--- src/verilog/dcds_pkg.sv ---
// Purpose: shared constants for the dual channel dimming and soft-start block
// Assumes: 32-bit AXI4-Lite register access, byte addresses below
// Notes: register layout is local to this block
package dcds_pkg;
    // ------------------------------------------------------------
    // register byte offsets
    // ------------------------------------------------------------
    localparam logic [7:0] DCDS_CTRL_OFS = 8'h00;
    localparam logic [7:0] DCDS_REF_OFS = 8'h04;
    localparam logic [7:0] DCDS_DUTY1_HI_OFS = 8'h08;
    localparam logic [7:0] DCDS_DUTY1_LO_OFS = 8'h0c;
    localparam logic [7:0] DCDS_DUTY2_HI_OFS = 8'h10;
    localparam logic [7:0] DCDS_DUTY2_LO_OFS = 8'h14;
    localparam logic [7:0] DCDS_SSDIV_OFS = 8'h18;
    localparam logic [7:0] DCDS_CAL_OFS = 8'h1c;
    localparam logic [7:0] DCDS_STATUS_OFS = 8'h20;
    // ------------------------------------------------------------
    // control field positions
    // ------------------------------------------------------------
    localparam int DCDS_INT_SEL_BIT = 0;
    localparam int DCDS_PHASE_BIT = 1;
    localparam int DCDS_TWO_PH_BIT = 2;
    localparam int DCDS_DIV_LSB = 4;
    localparam int DCDS_DRV_EN_LSB = 8;
    localparam int DCDS_GOFF_LSB = 10;
    localparam int DCDS_CH2_LSB = 8;
    localparam int DCDS_CAL2_LSB = 4;
    // ------------------------------------------------------------
    // reset values and thresholds
    // ------------------------------------------------------------
    localparam logic [11:0] DCDS_CTRL_RST = 12'h300;
    localparam logic [7:0] DCDS_REF_RST = 8'h00;
    localparam logic [7:0] DCDS_SSDIV_RST = 8'h00;
    localparam logic [7:0] DCDS_REF_OFF_MAX = 8'h08;
    localparam logic [9:0] DCDS_DUTY_RST = 10'h000;
    localparam logic [9:0] DCDS_LOAD_CNT = 10'h3fe;
    localparam logic [9:0] DCDS_HALF_CNT = 10'h1ff;
    localparam logic [9:0] DCDS_LAST_CNT = 10'h3ff;
    localparam logic [7:0] DCDS_RAMP_TOP = 8'hff;
    localparam logic [1:0] DCDS_RESP_OKAY = 2'b00;
    localparam logic [1:0] DCDS_RESP_SLVERR = 2'b10;
endpackage

--- src/verilog/dcds_top.sv ---
// Purpose: per channel dimming counter, gated outputs and soft-start ramp
// Assumes: all pin inputs synchronous to CLK; channel clocks sampled as levels
// Notes: dimming clock divide factor is two to the power of the select field
//
// How it works
// - reference code eight or less forces off
// - select bit picks pin or counter dimming
// - each channel has ten bit counter
// - duty moves forward only on low write
// - pending duty loads at count 1022
// - dimming clock divided, period 1024 ticks
// - phase bit: 180 degrees or aligned
// - dimming low: gate, comp, fet off
// - dimming rise re-enables gate and fet
// - comp reconnects when sense exceeds comp
// - floating pin reads low, channel off
// - driver enable clear forces fet off
// - eight bit ramp, divided channel clock
// - ramp waits for selected dimming high
// - ramp holds while dimming low
// - two phase: one amplifier feeds both
// - two phase: channel one ramp, clocks antiphase
// - two phase internal: channel one duty
// - two phase: channel two faults ignored
// - three bit sense offset calibration field
// - gate-off bit turns channel off
//
// Decided for this implementation: the AXI4-Lite interface to the registers and the register addresses.
`timescale 1ns/1ps
module dcds_top import dcds_pkg::*; #(
    parameter int DUTY_W = 10,
    parameter int RAMP_W = 8
) (
    input wire logic CLK,
    input wire logic RST_N,
    input wire logic [7:0] S_AXI_AWADDR,
    input wire logic S_AXI_AWVALID,
    output logic S_AXI_AWREADY,
    input wire logic [31:0] S_AXI_WDATA,
    input wire logic [3:0] S_AXI_WSTRB,
    input wire logic S_AXI_WVALID,
    output logic S_AXI_WREADY,
    output logic [1:0] S_AXI_BRESP,
    output logic S_AXI_BVALID,
    input wire logic S_AXI_BREADY,
    input wire logic [7:0] S_AXI_ARADDR,
    input wire logic S_AXI_ARVALID,
    output logic S_AXI_ARREADY,
    output logic [31:0] S_AXI_RDATA,
    output logic [1:0] S_AXI_RRESP,
    output logic S_AXI_RVALID,
    input wire logic S_AXI_RREADY,
    input wire logic [1:0] EXTERNAL_DIMMING_INPUT,
    input wire logic [1:0] CHANNEL_SWITCHING_CLOCK,
    input wire logic [1:0] SENSE_ABOVE_COMP,
    input wire logic [3:0] CH2_FAULTS,
    output logic [1:0] MAIN_GATE_OUTPUT,
    output logic [1:0] SERIES_FET_DRIVER_OUTPUT,
    output logic [1:0] COMPENSATION_CONNECT,
    output logic CH2_ERROR_AMP_ENABLE,
    output logic COMP_SHARE,
    output logic CH2_CLOCK_OUT,
    output logic CH2_FAULT_OFF,
    output logic [7:0] REF_CODE1,
    output logic [7:0] REF_CODE2,
    output logic [7:0] SOFT_START_RAMP1,
    output logic [7:0] SOFT_START_RAMP2,
    output logic [2:0] SENSE_OFFSET1,
    output logic [2:0] SENSE_OFFSET2
);
    // ------------------------------------------------------------
    // elaboration checks
    // ------------------------------------------------------------
    if (DUTY_W != 10 || RAMP_W != 8) begin : g_width_chk
        $error("duty width must be 10 and ramp width 8");
    end
    // ------------------------------------------------------------
    // register state
    // ------------------------------------------------------------
    logic [11:0] ctrl_reg;
    logic [7:0] ref1_reg, ref2_reg, ssdiv1_reg, ssdiv2_reg;
    logic [1:0] hi_reg [2];
    logic [7:0] lo_reg [2];
    logic [2:0] cal1_reg, cal2_reg, div_sel;
    logic bvalid_reg, rvalid_reg, wr_go, rd_go, dim_tick, int_sel, phase_sel, two_ph;
    logic [1:0] bresp_reg, rresp_reg, pend_reg, lo_wr, clk_prev_reg, comp_reg, drv_en, goff;
    logic [31:0] rdata_reg, rdata_next;
    logic [DUTY_W-1:0] cnt_reg [2], duty_reg [2];
    logic [RAMP_W-1:0] ramp_reg [2];
    logic [7:0] ssdiv_cnt_reg [2];
    logic [6:0] pre_reg;
    logic [1:0] dim_int, dim_sel, ref_ok, chan_on, ss_tick;
    assign int_sel = ctrl_reg[DCDS_INT_SEL_BIT];
    assign phase_sel = ctrl_reg[DCDS_PHASE_BIT];
    assign two_ph = ctrl_reg[DCDS_TWO_PH_BIT];
    assign div_sel = ctrl_reg[DCDS_DIV_LSB +: 3];
    assign drv_en = ctrl_reg[DCDS_DRV_EN_LSB +: 2];
    assign goff = ctrl_reg[DCDS_GOFF_LSB +: 2];

    // ------------------------------------------------------------
    // axi4-lite write channel
    // ------------------------------------------------------------
    // address and data are taken together; the slave never holds one alone
    assign wr_go = S_AXI_AWVALID && S_AXI_WVALID && !bvalid_reg;
    assign S_AXI_AWREADY = wr_go;
    assign S_AXI_WREADY = wr_go;
    assign S_AXI_BVALID = bvalid_reg;
    assign S_AXI_BRESP = bresp_reg;
    assign lo_wr[0] = wr_go && S_AXI_AWADDR == DCDS_DUTY1_LO_OFS && S_AXI_WSTRB[0];
    assign lo_wr[1] = wr_go && S_AXI_AWADDR == DCDS_DUTY2_LO_OFS && S_AXI_WSTRB[0];

    always_ff @(posedge CLK or negedge RST_N) begin
        if (!RST_N) begin
            bvalid_reg <= 1'b0;
            bresp_reg <= DCDS_RESP_OKAY;
        end else if (wr_go) begin
            bvalid_reg <= 1'b1;
            bresp_reg <= (S_AXI_AWADDR > DCDS_CAL_OFS || S_AXI_AWADDR[1:0] != 2'b00) ?
                DCDS_RESP_SLVERR : DCDS_RESP_OKAY;
        end else if (S_AXI_BREADY) begin
            bvalid_reg <= 1'b0;
        end
    end

    always_ff @(posedge CLK or negedge RST_N) begin
        if (!RST_N) begin
            ctrl_reg <= DCDS_CTRL_RST;
            ref1_reg <= DCDS_REF_RST;
            ref2_reg <= DCDS_REF_RST;
            hi_reg[0] <= 2'h0;
            hi_reg[1] <= 2'h0;
            lo_reg[0] <= 8'h00;
            lo_reg[1] <= 8'h00;
            ssdiv1_reg <= DCDS_SSDIV_RST;
            ssdiv2_reg <= DCDS_SSDIV_RST;
            cal1_reg <= 3'h0;
            cal2_reg <= 3'h0;
        end else if (wr_go) begin
            case (S_AXI_AWADDR)
                DCDS_CTRL_OFS: begin
                    if (S_AXI_WSTRB[0]) ctrl_reg[7:0] <= S_AXI_WDATA[7:0];
                    if (S_AXI_WSTRB[1]) ctrl_reg[11:8] <= S_AXI_WDATA[11:8];
                end
                DCDS_REF_OFS: begin
                    if (S_AXI_WSTRB[0]) ref1_reg <= S_AXI_WDATA[7:0];
                    if (S_AXI_WSTRB[1]) ref2_reg <= S_AXI_WDATA[15:8];
                end
                DCDS_DUTY1_HI_OFS: if (S_AXI_WSTRB[0]) hi_reg[0] <= S_AXI_WDATA[1:0];
                DCDS_DUTY1_LO_OFS: if (S_AXI_WSTRB[0]) lo_reg[0] <= S_AXI_WDATA[7:0];
                DCDS_DUTY2_HI_OFS: if (S_AXI_WSTRB[0]) hi_reg[1] <= S_AXI_WDATA[1:0];
                DCDS_DUTY2_LO_OFS: if (S_AXI_WSTRB[0]) lo_reg[1] <= S_AXI_WDATA[7:0];
                DCDS_SSDIV_OFS: begin
                    if (S_AXI_WSTRB[0]) ssdiv1_reg <= S_AXI_WDATA[7:0];
                    if (S_AXI_WSTRB[1]) ssdiv2_reg <= S_AXI_WDATA[15:8];
                end
                DCDS_CAL_OFS: if (S_AXI_WSTRB[0]) begin
                    cal1_reg <= S_AXI_WDATA[2:0];
                    cal2_reg <= S_AXI_WDATA[DCDS_CAL2_LSB +: 3];
                end
                default: ;
            endcase
        end
    end

    // ------------------------------------------------------------
    // axi4-lite read channel
    // ------------------------------------------------------------
    assign rd_go = S_AXI_ARVALID && !rvalid_reg;
    assign S_AXI_ARREADY = rd_go;
    assign S_AXI_RVALID = rvalid_reg;
    assign S_AXI_RDATA = rdata_reg;
    assign S_AXI_RRESP = rresp_reg;

    always_comb begin
        rdata_next = 32'h0000_0000;
        case (S_AXI_ARADDR)
            DCDS_CTRL_OFS: rdata_next = {20'h00000, ctrl_reg};
            DCDS_REF_OFS: rdata_next = {16'h0000, ref2_reg, ref1_reg};
            DCDS_DUTY1_HI_OFS: rdata_next = {30'h0, hi_reg[0]};
            DCDS_DUTY1_LO_OFS: rdata_next = {24'h0, lo_reg[0]};
            DCDS_DUTY2_HI_OFS: rdata_next = {30'h0, hi_reg[1]};
            DCDS_DUTY2_LO_OFS: rdata_next = {24'h0, lo_reg[1]};
            DCDS_SSDIV_OFS: rdata_next = {16'h0000, ssdiv2_reg, ssdiv1_reg};
            DCDS_CAL_OFS: rdata_next = {25'h0, cal2_reg, 1'b0, cal1_reg};
            DCDS_STATUS_OFS: rdata_next = {8'h00, pend_reg, comp_reg, chan_on, dim_sel,
                ramp_reg[1], ramp_reg[0]};
            default: rdata_next = 32'h0000_0000;
        endcase
    end

    always_ff @(posedge CLK or negedge RST_N) begin
        if (!RST_N) begin
            rvalid_reg <= 1'b0;
            rdata_reg <= 32'h0000_0000;
            rresp_reg <= DCDS_RESP_OKAY;
        end else if (rd_go) begin
            rvalid_reg <= 1'b1;
            rdata_reg <= rdata_next;
            rresp_reg <= (S_AXI_ARADDR > DCDS_STATUS_OFS || S_AXI_ARADDR[1:0] != 2'b00) ?
                DCDS_RESP_SLVERR : DCDS_RESP_OKAY;
        end else if (S_AXI_RREADY) begin
            rvalid_reg <= 1'b0;
        end
    end

    // ------------------------------------------------------------
    // dimming prescaler and counters
    // ------------------------------------------------------------
    // one shared prescaler keeps both counters on the same tick, so phase stays exact
    assign dim_tick = (pre_reg & ((7'h01 << div_sel) - 7'h01)) == 7'h00;

    always_ff @(posedge CLK or negedge RST_N) begin
        if (!RST_N) begin
            pre_reg <= 7'h00;
        end else begin
            pre_reg <= pre_reg + 7'h01;
        end
    end

    always_ff @(posedge CLK or negedge RST_N) begin
        if (!RST_N) begin
            cnt_reg[0] <= DCDS_DUTY_RST;
            cnt_reg[1] <= DCDS_DUTY_RST;
        end else if (dim_tick) begin
            cnt_reg[0] <= cnt_reg[0] + 10'h001;
            // channel two realigns once a period so a phase change takes one period
            if (cnt_reg[0] == DCDS_LAST_CNT) begin
                cnt_reg[1] <= phase_sel ? DCDS_DUTY_RST : DCDS_HALF_CNT + 10'h001;
            end else begin
                cnt_reg[1] <= cnt_reg[1] + 10'h001;
            end
        end
    end

    // pending flag: a new low write in the load cycle wins over the clear
    always_ff @(posedge CLK or negedge RST_N) begin
        if (!RST_N) begin
            pend_reg <= 2'b00;
            duty_reg[0] <= DCDS_DUTY_RST;
            duty_reg[1] <= DCDS_DUTY_RST;
        end else begin
            for (int i = 0; i < 2; i++) begin
                if (lo_wr[i]) begin
                    pend_reg[i] <= 1'b1;
                end else if (dim_tick && cnt_reg[i] == DCDS_LOAD_CNT) begin
                    pend_reg[i] <= 1'b0;
                end
                if (dim_tick && cnt_reg[i] == DCDS_LOAD_CNT && pend_reg[i]) begin
                    duty_reg[i] <= {hi_reg[i], lo_reg[i]};
                end
            end
        end
    end

    assign dim_int[0] = cnt_reg[0] < duty_reg[0];
    assign dim_int[1] = two_ph ? dim_int[0] : cnt_reg[1] < duty_reg[1];

    // ------------------------------------------------------------
    // channel gating
    // ------------------------------------------------------------
    // a floating pin pulls low and the reset select is pin dimming, so all stays off
    assign dim_sel = int_sel ? dim_int : EXTERNAL_DIMMING_INPUT;
    assign ref_ok[0] = ref1_reg > DCDS_REF_OFF_MAX;
    assign ref_ok[1] = ref2_reg > DCDS_REF_OFF_MAX;
    assign chan_on = dim_sel & ref_ok & ~goff;

    always_ff @(posedge CLK or negedge RST_N) begin
        if (!RST_N) begin
            MAIN_GATE_OUTPUT <= 2'b00;
            SERIES_FET_DRIVER_OUTPUT <= 2'b00;
        end else begin
            MAIN_GATE_OUTPUT <= chan_on;
            SERIES_FET_DRIVER_OUTPUT <= chan_on & drv_en;
        end
    end

    always_ff @(posedge CLK or negedge RST_N) begin
        if (!RST_N) begin
            comp_reg <= 2'b00;
        end else begin
            for (int i = 0; i < 2; i++) begin
                if (!chan_on[i]) begin
                    comp_reg[i] <= 1'b0;
                end else if (SENSE_ABOVE_COMP[i]) begin
                    comp_reg[i] <= 1'b1;
                end
            end
        end
    end
    assign COMPENSATION_CONNECT = comp_reg;

    // ------------------------------------------------------------
    // soft-start ramp
    // ------------------------------------------------------------
    // ramp restarts from zero only when the channel is shut off by code or gate-off
    always_ff @(posedge CLK or negedge RST_N) begin
        if (!RST_N) begin
            clk_prev_reg <= 2'b00;
            ssdiv_cnt_reg[0] <= 8'h00;
            ssdiv_cnt_reg[1] <= 8'h00;
        end else begin
            clk_prev_reg <= CHANNEL_SWITCHING_CLOCK;
            for (int i = 0; i < 2; i++) begin
                if (CHANNEL_SWITCHING_CLOCK[i] && !clk_prev_reg[i]) begin
                    ssdiv_cnt_reg[i] <= ss_tick[i] ? 8'h00 : ssdiv_cnt_reg[i] + 8'h01;
                end
            end
        end
    end

    assign ss_tick[0] = CHANNEL_SWITCHING_CLOCK[0] && !clk_prev_reg[0] &&
        ssdiv_cnt_reg[0] == ssdiv1_reg;
    assign ss_tick[1] = CHANNEL_SWITCHING_CLOCK[1] && !clk_prev_reg[1] &&
        ssdiv_cnt_reg[1] == ssdiv2_reg;

    always_ff @(posedge CLK or negedge RST_N) begin
        if (!RST_N) begin
            ramp_reg[0] <= 8'h00;
            ramp_reg[1] <= 8'h00;
        end else begin
            for (int i = 0; i < 2; i++) begin
                if (!ref_ok[i] || goff[i]) begin
                    ramp_reg[i] <= 8'h00;
                end else if (ss_tick[i] && dim_sel[i] && ramp_reg[i] != DCDS_RAMP_TOP) begin
                    ramp_reg[i] <= ramp_reg[i] + 8'h01;
                end
            end
        end
    end

    // ------------------------------------------------------------
    // two-phase routing and analog settings
    // ------------------------------------------------------------
    always_ff @(posedge CLK or negedge RST_N) begin
        if (!RST_N) begin
            SOFT_START_RAMP1 <= 8'h00;
            SOFT_START_RAMP2 <= 8'h00;
            CH2_CLOCK_OUT <= 1'b0;
            CH2_ERROR_AMP_ENABLE <= 1'b1;
            COMP_SHARE <= 1'b0;
            CH2_FAULT_OFF <= 1'b0;
            REF_CODE1 <= 8'h00;
            REF_CODE2 <= 8'h00;
            SENSE_OFFSET1 <= 3'h0;
            SENSE_OFFSET2 <= 3'h0;
        end else begin
            SOFT_START_RAMP1 <= ramp_reg[0];
            SOFT_START_RAMP2 <= two_ph ? ramp_reg[0] : ramp_reg[1];
            CH2_CLOCK_OUT <= two_ph ? !CHANNEL_SWITCHING_CLOCK[0] :
                CHANNEL_SWITCHING_CLOCK[1];
            CH2_ERROR_AMP_ENABLE <= !two_ph;
            COMP_SHARE <= two_ph;
            CH2_FAULT_OFF <= !two_ph && (|CH2_FAULTS);
            REF_CODE1 <= ref1_reg;
            REF_CODE2 <= ref2_reg;
            SENSE_OFFSET1 <= cal1_reg;
            SENSE_OFFSET2 <= cal2_reg;
        end
    end

    // ------------------------------------------------------------
    // assertions
    // ------------------------------------------------------------
    ref_off_a: assert property (@(posedge CLK) disable iff (!RST_N)
        (ref1_reg <= DCDS_REF_OFF_MAX) |=> !MAIN_GATE_OUTPUT[0])
        else $error("channel one on with low reference code");
    ext_ignored_a: assert property (@(posedge CLK) disable iff (!RST_N)
        int_sel |-> dim_sel[0] == dim_int[0]) else $error("pin dimming used in internal mode");
    duty_hold_a: assert property (@(posedge CLK) disable iff (!RST_N)
        !pend_reg[0] && !lo_wr[0] |=> $stable(duty_reg[0]))
        else $error("duty changed without low write");
    load_point_a: assert property (@(posedge CLK) disable iff (!RST_N)
        $changed(duty_reg[0]) |-> $past(cnt_reg[0]) == DCDS_LOAD_CNT)
        else $error("duty loaded outside count 1022");
    phase_off_a: assert property (@(posedge CLK) disable iff (!RST_N)
        dim_tick && cnt_reg[0] == DCDS_LAST_CNT && !phase_sel |=>
        cnt_reg[1] == cnt_reg[0] + DCDS_HALF_CNT + 10'h001)
        else $error("channel two not half a period behind");
    dim_low_a: assert property (@(posedge CLK) disable iff (!RST_N)
        !dim_sel[1] |=> !MAIN_GATE_OUTPUT[1] && !SERIES_FET_DRIVER_OUTPUT[1]
        && !COMPENSATION_CONNECT[1])
        else $error("channel two active while dimming low");
    comp_wait_a: assert property (@(posedge CLK) disable iff (!RST_N)
        $rose(COMPENSATION_CONNECT[0]) |-> $past(SENSE_ABOVE_COMP[0]))
        else $error("comp reconnected before sense crossed");
    fet_enable_a: assert property (@(posedge CLK) disable iff (!RST_N)
        !drv_en[0] |=> !SERIES_FET_DRIVER_OUTPUT[0])
        else $error("series fet on with driver disabled");
    ramp_hold_a: assert property (@(posedge CLK) disable iff (!RST_N)
        !dim_sel[0] && ref_ok[0] && !goff[0] |=> $stable(ramp_reg[0]))
        else $error("ramp moved while dimming low");
    two_phase_a: assert property (@(posedge CLK) disable iff (!RST_N)
        two_ph && int_sel |-> dim_sel[1] == dim_sel[0])
        else $error("channel two not following channel one duty");
    gate_off_a: assert property (@(posedge CLK) disable iff (!RST_N)
        goff[0] |=> !MAIN_GATE_OUTPUT[0] ##1 !MAIN_GATE_OUTPUT[0] || !goff[0])
        else $error("gate-off did not hold channel off");
endmodule // dcds_top

--- config.mk ---
export PLATFORM = sky130hd
export DESIGN_NAME = dcds_top
export DESIGN_NICKNAME = d
export VERILOG_FILES = /design/src/verilog/dcds_pkg.sv /design/src/verilog/dcds_top.sv
export SDC_FILE = /design/constraint.sdc
export NUM_CORES = 1
export LEC_CHECK = 0
export BUFFER_PORTS_ARGS = -buffer_cell sky130_fd_sc_hd__buf_2
export CAP_MARGIN = 30
export CORE_MARGIN = 2
export CORE_UTILIZATION = 40
export CTS_BUF_LIST = sky130_fd_sc_hd__clkbuf_4 sky130_fd_sc_hd__clkbuf_8
export CTS_CLUSTER_SIZE = 12
export DETAILED_ROUTE_END_ITERATION = 6
export PLACE_DENSITY = 0.67
export SYNTH_ARGS = -nofsm -noshare
export SYNTH_HDL_FRONTEND = slang
export SYNTH_SLANG_ARGS = --single-unit
--- constraint.sdc ---
create_clock -name CLK -period 2.5 [get_ports CLK]
set_input_delay 0.375 -clock CLK [delete_from_list [all_inputs] [get_ports CLK]]
set_output_delay 0.375 -clock CLK [all_outputs]
set_load 0.005 [all_outputs]
# ---- After elaboration in Yosys (flattened, before gate mapping)
# Index checks and enable logic that the tools add are counted.
dict set report totals {
  regBits 239
  wordCells 169
  input_bits 69
  output_inout_bits 89
}
dict set report op_classes {
  order_cmp 6
  add_sub_neg 8
  mux 27
  shift 1
  bitwise 5
  eq_ne 24
  reduce_logical 55
}
# operator n
set op_table {}
lappend op_table {{case mux 24 bit (9 select lines)} 1}
lappend op_table {{equality test 8 x 5 -> 1 bit, second input constant} 8}
lappend op_table {{2-to-1 mux 8 bit} 7}
lappend op_table {{AND reduction 3 bit} 11}
lappend op_table {{adder 8 x 1 -> 8 bit, second input constant} 4}
lappend op_table {{equality test 8 x 4 -> 1 bit, second input constant} 4}
lappend op_table {{equality test 10 bit, second input constant} 3}
lappend op_table {{adder 10 x 1 -> 10 bit, second input constant} 2}
lappend op_table {{logical AND 1 bit} 20}
lappend op_table {{< comparator 10 bit} 2}
lappend op_table {{2-to-1 mux 10 bit} 2}
lappend op_table {{equality test 8 x 3 -> 1 bit, second input constant} 2}
lappend op_table {{equality test 8 bit} 2}
lappend op_table {{> comparator 8 x 4 -> 1 bit, second input constant} 2}
lappend op_table {{zero test 8 bit} 2}
lappend op_table {{!= test 8 bit, second input constant} 2}
lappend op_table {{nonzero test 2 bit} 8}
lappend op_table {{2-to-1 mux 1 bit} 14}
lappend op_table {{equality test 8 x 6 -> 1 bit, second input constant} 1}
lappend op_table {{> comparator 8 x 5 -> 1 bit, second input constant} 1}
lappend op_table {{> comparator 8 x 6 -> 1 bit, second input constant} 1}
lappend op_table {{zero test 1 bit} 8}
lappend op_table {{adder 7 x 1 -> 7 bit, second input constant} 1}
lappend op_table {{AND 7 bit} 1}
lappend op_table {{other kinds (9)} 17}

# ---- Logic depth before layout (Yosys ltp)
# Gate-level depths: netlist of the first run.
dict set report logic_depth {
  depth_word 7
  depth_mapped 12
  ltp_nobuf 10
}

# ---- Worst setup path before layout of the first run
# Ideal clock, no wire load.
dict set report synth_timing {
  kind {flip-flop to flip-flop}
  from {register ctrl_reg[5]}
  to {register duty_reg[0] (netlist name)}
  path_slack_ns 0.119
  path_stages_with_launch 11
  t_arrival_ns 2.254
  setup_ns 0.127
  t_required_ns 2.373
  cell_sequence {dfrtp_1 buf_2 nor2_1 nand2_1 ha_1 inv_1 a211oi_1 o21ai_0 o2111ai_2 nor3_4 mux2_1}
}
dict set report synth_via {
  elab_chain_len 6
}
# item line_no
set synth_lines {}
lappend synth_lines {{start, declared} dcds_top.sv:80} ;# logic [11:0] ctrl_reg;
lappend synth_lines {{start signal, assigned} dcds_top.sv:141} ;# if (S_AXI_WSTRB[0]) ctrl_reg[7:0] <= S_AXI_WDATA[7:0];
lappend synth_lines {{<< shifter 1 x 3 -> 7 bit} dcds_top.sv:210} ;# assign dim_tick = (pre_reg & ((7'h01 << div_sel) - 7'h01)) == 7'h00;
lappend synth_lines {{subtractor 7 x 1 -> 7 bit} dcds_top.sv:210}
lappend synth_lines {{AND 7 bit} dcds_top.sv:210}
lappend synth_lines {{zero test 7 bit} dcds_top.sv:210}
lappend synth_lines {{logical AND 1 bit (2 in a row)} dcds_top.sv:248} ;# if (dim_tick && cnt_reg[i] == DCDS_LOAD_CNT && pend_reg[i]) begin
lappend synth_lines {{end signal, assigned by index} dcds_top.sv:249} ;# duty_reg[i] <= {hi_reg[i], lo_reg[i]};
lappend synth_lines {{end, declared} dcds_top.sv:88} ;# logic [DUTY_W-1:0] cnt_reg [2], duty_reg [2];
# Every way passes these cells.
# A chain may end at the register's enable or synchronous reset.

# ---- Final worst setup path of the first run
dict set report layout_timing {
  from {register ctrl_reg[5]}
  to {register cnt_reg[16] (netlist name)}
}
dict set report layout_via {
  elab_chain_len 4
}
# item line_no
set layout_lines {}
lappend layout_lines {{<< shifter 1 x 3 -> 7 bit} dcds_top.sv:210}
lappend layout_lines {{subtractor 7 x 1 -> 7 bit} dcds_top.sv:210}
lappend layout_lines {{AND 7 bit} dcds_top.sv:210}
lappend layout_lines {{zero test 7 bit} dcds_top.sv:210}
lappend layout_lines {{end, declared} dcds_top.sv:88}
# Every way passes these cells.

==> metrics, run 1 <==
DRT Pass-1 Iters 5; Residual DRC 0; row cnt 58; synth unique cells 59; proportion of netlist area held by the largest area contributor 54.8%; metal1 wirelength 12,100 um; startpoint types register; clock slew at reported path FFs 0.06 ns; fin nets 1,200; clock sinks 229; Layout area overhead 21.7%; Initial Util 40.9%; most area-consuming cells after synthesis dfrtp_1 (55%), mux2_2 (8.3%), ha_1 (3.4%); Tmin final 2.38 ns; Max H-tree Level 2; Design Area, Final 0.0126 mm^2; slew margin rel. 58.1%; CTS max path bufs 3; layout cells sized above 1 31.2%; synthesized cell area 0.0103 mm^2; endpoint type of the worst setup path register; DRT Wirelength 25,900 um; fmax 420 MHz; Max-Cap Viols 0; largest net degree at the start of global routing 76; core area 0.0253 mm^2; Slew Limit Fails 0; clk root buf clkbuf_8; post-layout util 49.7%; WHS 0.0329 ns; gr ovfl total 0; number of global-route vias before repair 7,421; highest metal used met5; status complete, no violations; Worst VDD drop 0.314 mV; Post-synth ARST share 100%; WP data arrival 2.77 ns; Vias/cell 5.21; First DRT Iteration DRCs 591; die area 0.0271 mm^2; Ports 158; Pleak 6.17 nW; max reg flops 24; Total GRT Usage 19.2%; worst hold-check path type in -> reg; cts bufs inserted 38; detailed placer's ending HPWL 18,800 um; critical path class reg -> reg; DR WL met2 11,700 um; first-pass GRT wire length 40,300 um; part of the Yosys area used for sequential elements 55.6%; final setup TNS 0 ns; WL/cell 17.7 um; Clock Skews 0.0327 ns; number of synthesized flops with an enable pin 0; final setup vio count 0; antenna cells 0; Die H 165 um; Post-DP Area 0.0116 mm^2; met3 wire length 1350 um; Primary FF master, synth dfrtp_1; cell taking the most area after synthesis dfrtp_1; vias 7,616; synth warn 0; die span in x 165 um; Seq cells post-synth 229; hold violation total from the final report 0; Worst Tran Pin Value 0.623 ns; Syn Inst Count 917; GP Congestion 0.873; Post-Syn Area per Cell 11.3 um^2; final cycle utilization of the critical path 95.2%; Clk Latency, worst-skew pair 0.54 ns; Worst EP required 2.90 ns; CTS tree yes; antenna violations before repair 1; Antenna Violating Nets Remaining 0; PortBufs 129; PD cells 702 mW/mm^2; CP Max Fanout 8
==> cell usage after synthesis, types with 13 or more instances <==
| cell | instances |
|---|---|
| a21oi_1 | 32 |
| and3_1 | 16 |
| clkbuf_1 | 23 |
| dfrtp_1 | 226 |
| ha_1 | 28 |
| inv_1 | 42 |
| mux2_2 | 76 |
| nand2_1 | 92 |
| nand3_1 | 35 |
| nand4_1 | 14 |
| nor2_1 | 56 |
| nor3_1 | 13 |
| o21ai_0 | 62 |
| xnor2_1 | 28 |
| xor2_1 | 20 |
==> power by group <==
part | switching (W) | leakage, nW | internal [W]
registers | 0.000257 | 3.10 | 0.00391
clock network | 0.00149 | 0.434 | 0.00198
logic | 0.000651 | 2.63 | 0.000532
total | 0.00239 | 6.17 | 0.00642
==> cells by family after synthesis <==
| logic type | Yosys count | synth area share, % |
|---|---|---|
| multiplexers | 90 | 10.3 |
| AND/OR/NAND/NOR | 275 | 13.0 |
| XOR/XNOR | 48 | 4.07 |
| buffers and inverters | 83 | 3.56 |
| flip-flops | 229 | 55.6 |
| other | 1 | 0.0363 |
| AO/OA/AOI/OAI | 163 | 10.1 |
| adder cells (fa/ha/maj) | 28 | 3.39 |
==> cells in the final DEF (no fill, tap or decap), drive strengths merged, types with 4 or more instances in the layout <==
cell      n
nor3     16
a22o     10
nor4      9
clkbuf   59
and3     16
a21o     10
mux2i     8
xnor2    28
a211oi    5
a221o     4
a31o      4
a21oi    32
mux4      5
and2      4
mux2     77
nand2    92
or3       6
conb     10
buf     174
nand3    35
ha       28
o21ai    64
nand4    14
nor2     57
xor2     20
a222oi    5
nor2b    11
dfrtp   226
nand2b    8
clkinv    5
inv      44
o31ai    10
==> path summary, 6_finish.rpt <==
kind | depth (start not counted) | start | slack (ns) | end
min in group asynchronous | 2 | RST_N | 0.33 | cnt_reg[3]
max in group asynchronous | 3 | RST_N | 1.44 | S_AXI_RDATA[1]
setup / recovery | 11 | ctrl_reg[5] | 0.12 | cnt_reg[16]
setup reg to reg | 11 | ctrl_reg[5] | 0.12 | cnt_reg[16]
hold reg to reg | 0 | ref2_reg[6] | 0.42 | REF_CODE2[6]
hold / removal | 1 | CHANNEL_SWITCHING_CLOCK[0] | 0.03 | clk_prev_reg[0]
==> metal layers <==
layer	vias to the layer above	global-route usage, %
li1	3601	-
met1	3733	27.7
met2	231	29.3
met3	49	3.06
met4	2	7.51
met5	-	0
==> worst max-delay path: stages (launching register included) <==
cell and delay [ns]:
dfrtp_1 0.39, nor2_2 0.16, nand2_1 0.11, ha_2 0.21, or3_4 0.36, a21oi_2 0.15
o21ai_2 0.08, o2111ai_4 0.23, buf_6 0.18, nor2_1 0.06, and3_1 0.19, xor2_1 0.13
==> cell type report <==
cell class	count	area [um^2]
Fill cell	2297	12700
Sequential cell	229	5730
Multi-Input combinational cell	614	4350
Timing Repair Buffer	178	1090
Clock buffer	59	731
Tap cell	330	413
Inverter	42	158
Clock inverter	10	87.6
==> metrics by stage <==
step	cells	total power, W	setup WS, ns
floorplan	926	0.00492	0.119
global placement	1387	0.00534	0.0238
detailed placement	1387	0.00538	-0.0492
CTS	1459	0.00887	0.0295
global route	1462	0.00925	-0.0127
finish	1462	0.00882	0.121
==> timing repair <==
item,4_1_cts,5_1_grt
hold buffers,3,0
gates resized for setup,2,18
buffers inserted,0,1
setup endpoints to repair,12,33
pin swaps,1,7
cloned,0,2
hold endpoints to repair,43,0
Power figures use the tool's default switching activity.
==> run 2, diff against run 1 <==
CORE_UTILIZATION = 45   (was 40)
PLACE_DENSITY = 0.73   (was 0.67)
==> metrics, run 2 (same netlist as run 1, synthesis figures left out) <==
status complete, no violations; DRT Pass-1 Iters 5 (unchanged); final setup vio count 0 (unchanged); clock slew at reported path FFs 0.06 ns (about the same); Residual DRC 0 (unchanged); CTS max path bufs 3 (unchanged); commonest non-fill, non-tap cells in the layout dfrtp_1 (225), buf_2 (128), nand2_1 (92); Initial Util 45.7% (+4.9 points); largest net degree at the start of global routing 78 (+2.6%); Worst VDD drop 0.341 mV (+8.8%); setup slack, reg-to-reg 0.08 ns (-0.04 ns); Clock Skews 0.0368 ns (+0.00409 ns); startpoint types register; Total GRT Usage 21.6% (+2.4 points); fin nets 1,197 (-0.25%); core area 0.0226 mm^2 (-11%); first-pass GRT wire length 41,300 um (+2.3%); Reg2Reg Launch Point cnt_reg[8]; antenna violations before repair 2 (+1); DRT Wirelength 25,800 um (-0.33%); Layout area overhead 22.0%; First DRT Iteration DRCs 631 (+6.8%); CP startpoint cnt_reg[8]; Post-DP Area 0.0115 mm^2 (-0.87%); row cnt 55 (-5.2%); Pleak 6.22 nW (+0.84%); die area 0.0242 mm^2 (-11%); clock sinks 229 (unchanged); hold violation total from the final report 0 (unchanged); detailed placer's ending HPWL 18,900 um (+0.46%); WL/cell 18.2 um (+2.9%); multi-input logic area 0.00431 mm^2 (-0.84%); die span in x 155 um (-5.6%); vias 7,764 (+1.9%); r2r endpoint ramp_reg[5]; Antenna Violating Nets Remaining 0 (unchanged); Reg2Reg Depth 8 (-3); worst hold-check path type in -> reg; Design Area, Final 0.0126 mm^2 (+0.27%); final cycle utilization of the critical path 96.8% (+1.7 points); gr ovfl total 0 (unchanged); Worst EP required 2.93 ns (+0.03 ns); Die H 155 um (-5.6%); endpoint type of the worst setup path register; Placement Setup Slack -0.0817 ns (-0.0325 ns); number of global-route vias before repair 7,690 (+3.6%); Slew Limit Fails 0 (unchanged); Fillers 1,891 (-18%); Worst Tran Pin Value 0.650 ns (+0.0262 ns); Ports 158 (unchanged); clk root buf clkbuf_8; CP Capture Point ramp_reg[5]; CP Max Fanout 12 (+4); Clk Latency, worst-skew pair 0.54 ns (about the same); PortBufs 129 (unchanged); cts bufs inserted 38 (unchanged); CTS tree yes; Final WS setup 0.0788 ns (-0.0424 ns); critical path class reg -> reg; slew margin rel. 56.3% (-1.8 points); final setup TNS 0 ns (unchanged); layout cells sized above 1 30.4% (-0.80 points); Tmin final 2.42 ns (+0.0424 ns); Reg area 0.00574 mm^2 (about the same); GP Congestion 0.890 (+2.0%); max reg flops 24 (unchanged); Max-Cap Viols 0 (unchanged); PD cells 752 mW/mm^2 (+7.2%); Max H-tree Level 2 (unchanged); Vias/cell 5.48 (+5.3%); commonest non-fill, non-tap cell in the layout dfrtp_1; fmax 413 MHz (-1.7%); WP data arrival 2.85 ns (+0.08 ns)
-- run 2: final cells by class --
cell class,count,area share [%]
sequential,229,45.5
multi-input combinational,614,34.2
timing repair buffer,175,8.35
clock buffer,56,5.77
tap,285,2.83
clock inverter,13,1.99
inverter,42,1.25
antenna,2,0.0397
-- run 2: timing repair --
item,4_1_cts,5_1_grt
resized for setup,5,12
setup buffers,0,2
pin swaps,1,3
endpoints found under the hold margin,72,0
cloned,0,1
endpoints found under the setup margin,19,37
hold buffers,2,0
-- run 2: worst min path at each step --
stage | depth (start not counted) | endpoint | startpoint | slack, ns
6_report | 1 | clk_prev_reg[0] | CHANNEL_SWITCHING_CLOCK[0] | 0.03
5_1_grt | 1 | clk_prev_reg[0] | CHANNEL_SWITCHING_CLOCK[0] | 0.01
4_1_cts | 1 | clk_prev_reg[0] | CHANNEL_SWITCHING_CLOCK[0] | 0.01
3_5_place_dp | 1 | cnt_reg[0] | RST_N | 0.39
3_3_place_gp | 1 | cnt_reg[0] | RST_N | 0.39
2_1_floorplan | 0 | CH2_CLOCK_OUT | RST_N | 0.08
-- run 2: where the power goes --
| part | internal, W | leakage [nW] | total [W] | switching (W) |
|---|---|---|---|---|
| Clock | 0.00260 | 0.504 | 0.00415 | 0.00154 |
| Combinational | 0.000515 | 2.61 | 0.00116 | 0.000642 |
| Sequential | 0.00391 | 3.10 | 0.00417 | 0.000262 |
-- run 2: critical path: stages (launching register included) --
cell,delay (ns)
dfrtp_1,0.40
ha_1,0.31
a21o_1,0.19
a2111oi_2,0.39
a32oi_2,0.27
a21oi_1,0.22
buf_4,0.21
a211oi_1,0.09
a31o_2,0.22
-- run 2: routing by layer --
metal / global-route usage (%) / vias to the layer above / share of wire [%]
met5: 0 / - / 0
met1: 31.0 / 3839 / 45
met3: 3.54 / 55 / 6.9
met4: 8.26 / 0 / 3.3
li1: - / 3591 / -
met2: 33.1 / 279 / 45
-- run 2: stage by stage --
step | util, % | power, W | hold WS, ns | cells
2_1_floorplan | - | 0.00492 | 0.0794 | 926
3_3_place_gp | 50.9 | 0.00530 | 0.388 | 1340
3_5_place_dp | 50.9 | 0.00536 | 0.391 | 1340
4_1_cts | 55.5 | 0.00953 | 0.0114 | 1411
5_1_grt | 55.8 | 0.00993 | 0.0104 | 1416
6_report | 55.8 | 0.00948 | 0.0272 | 1416
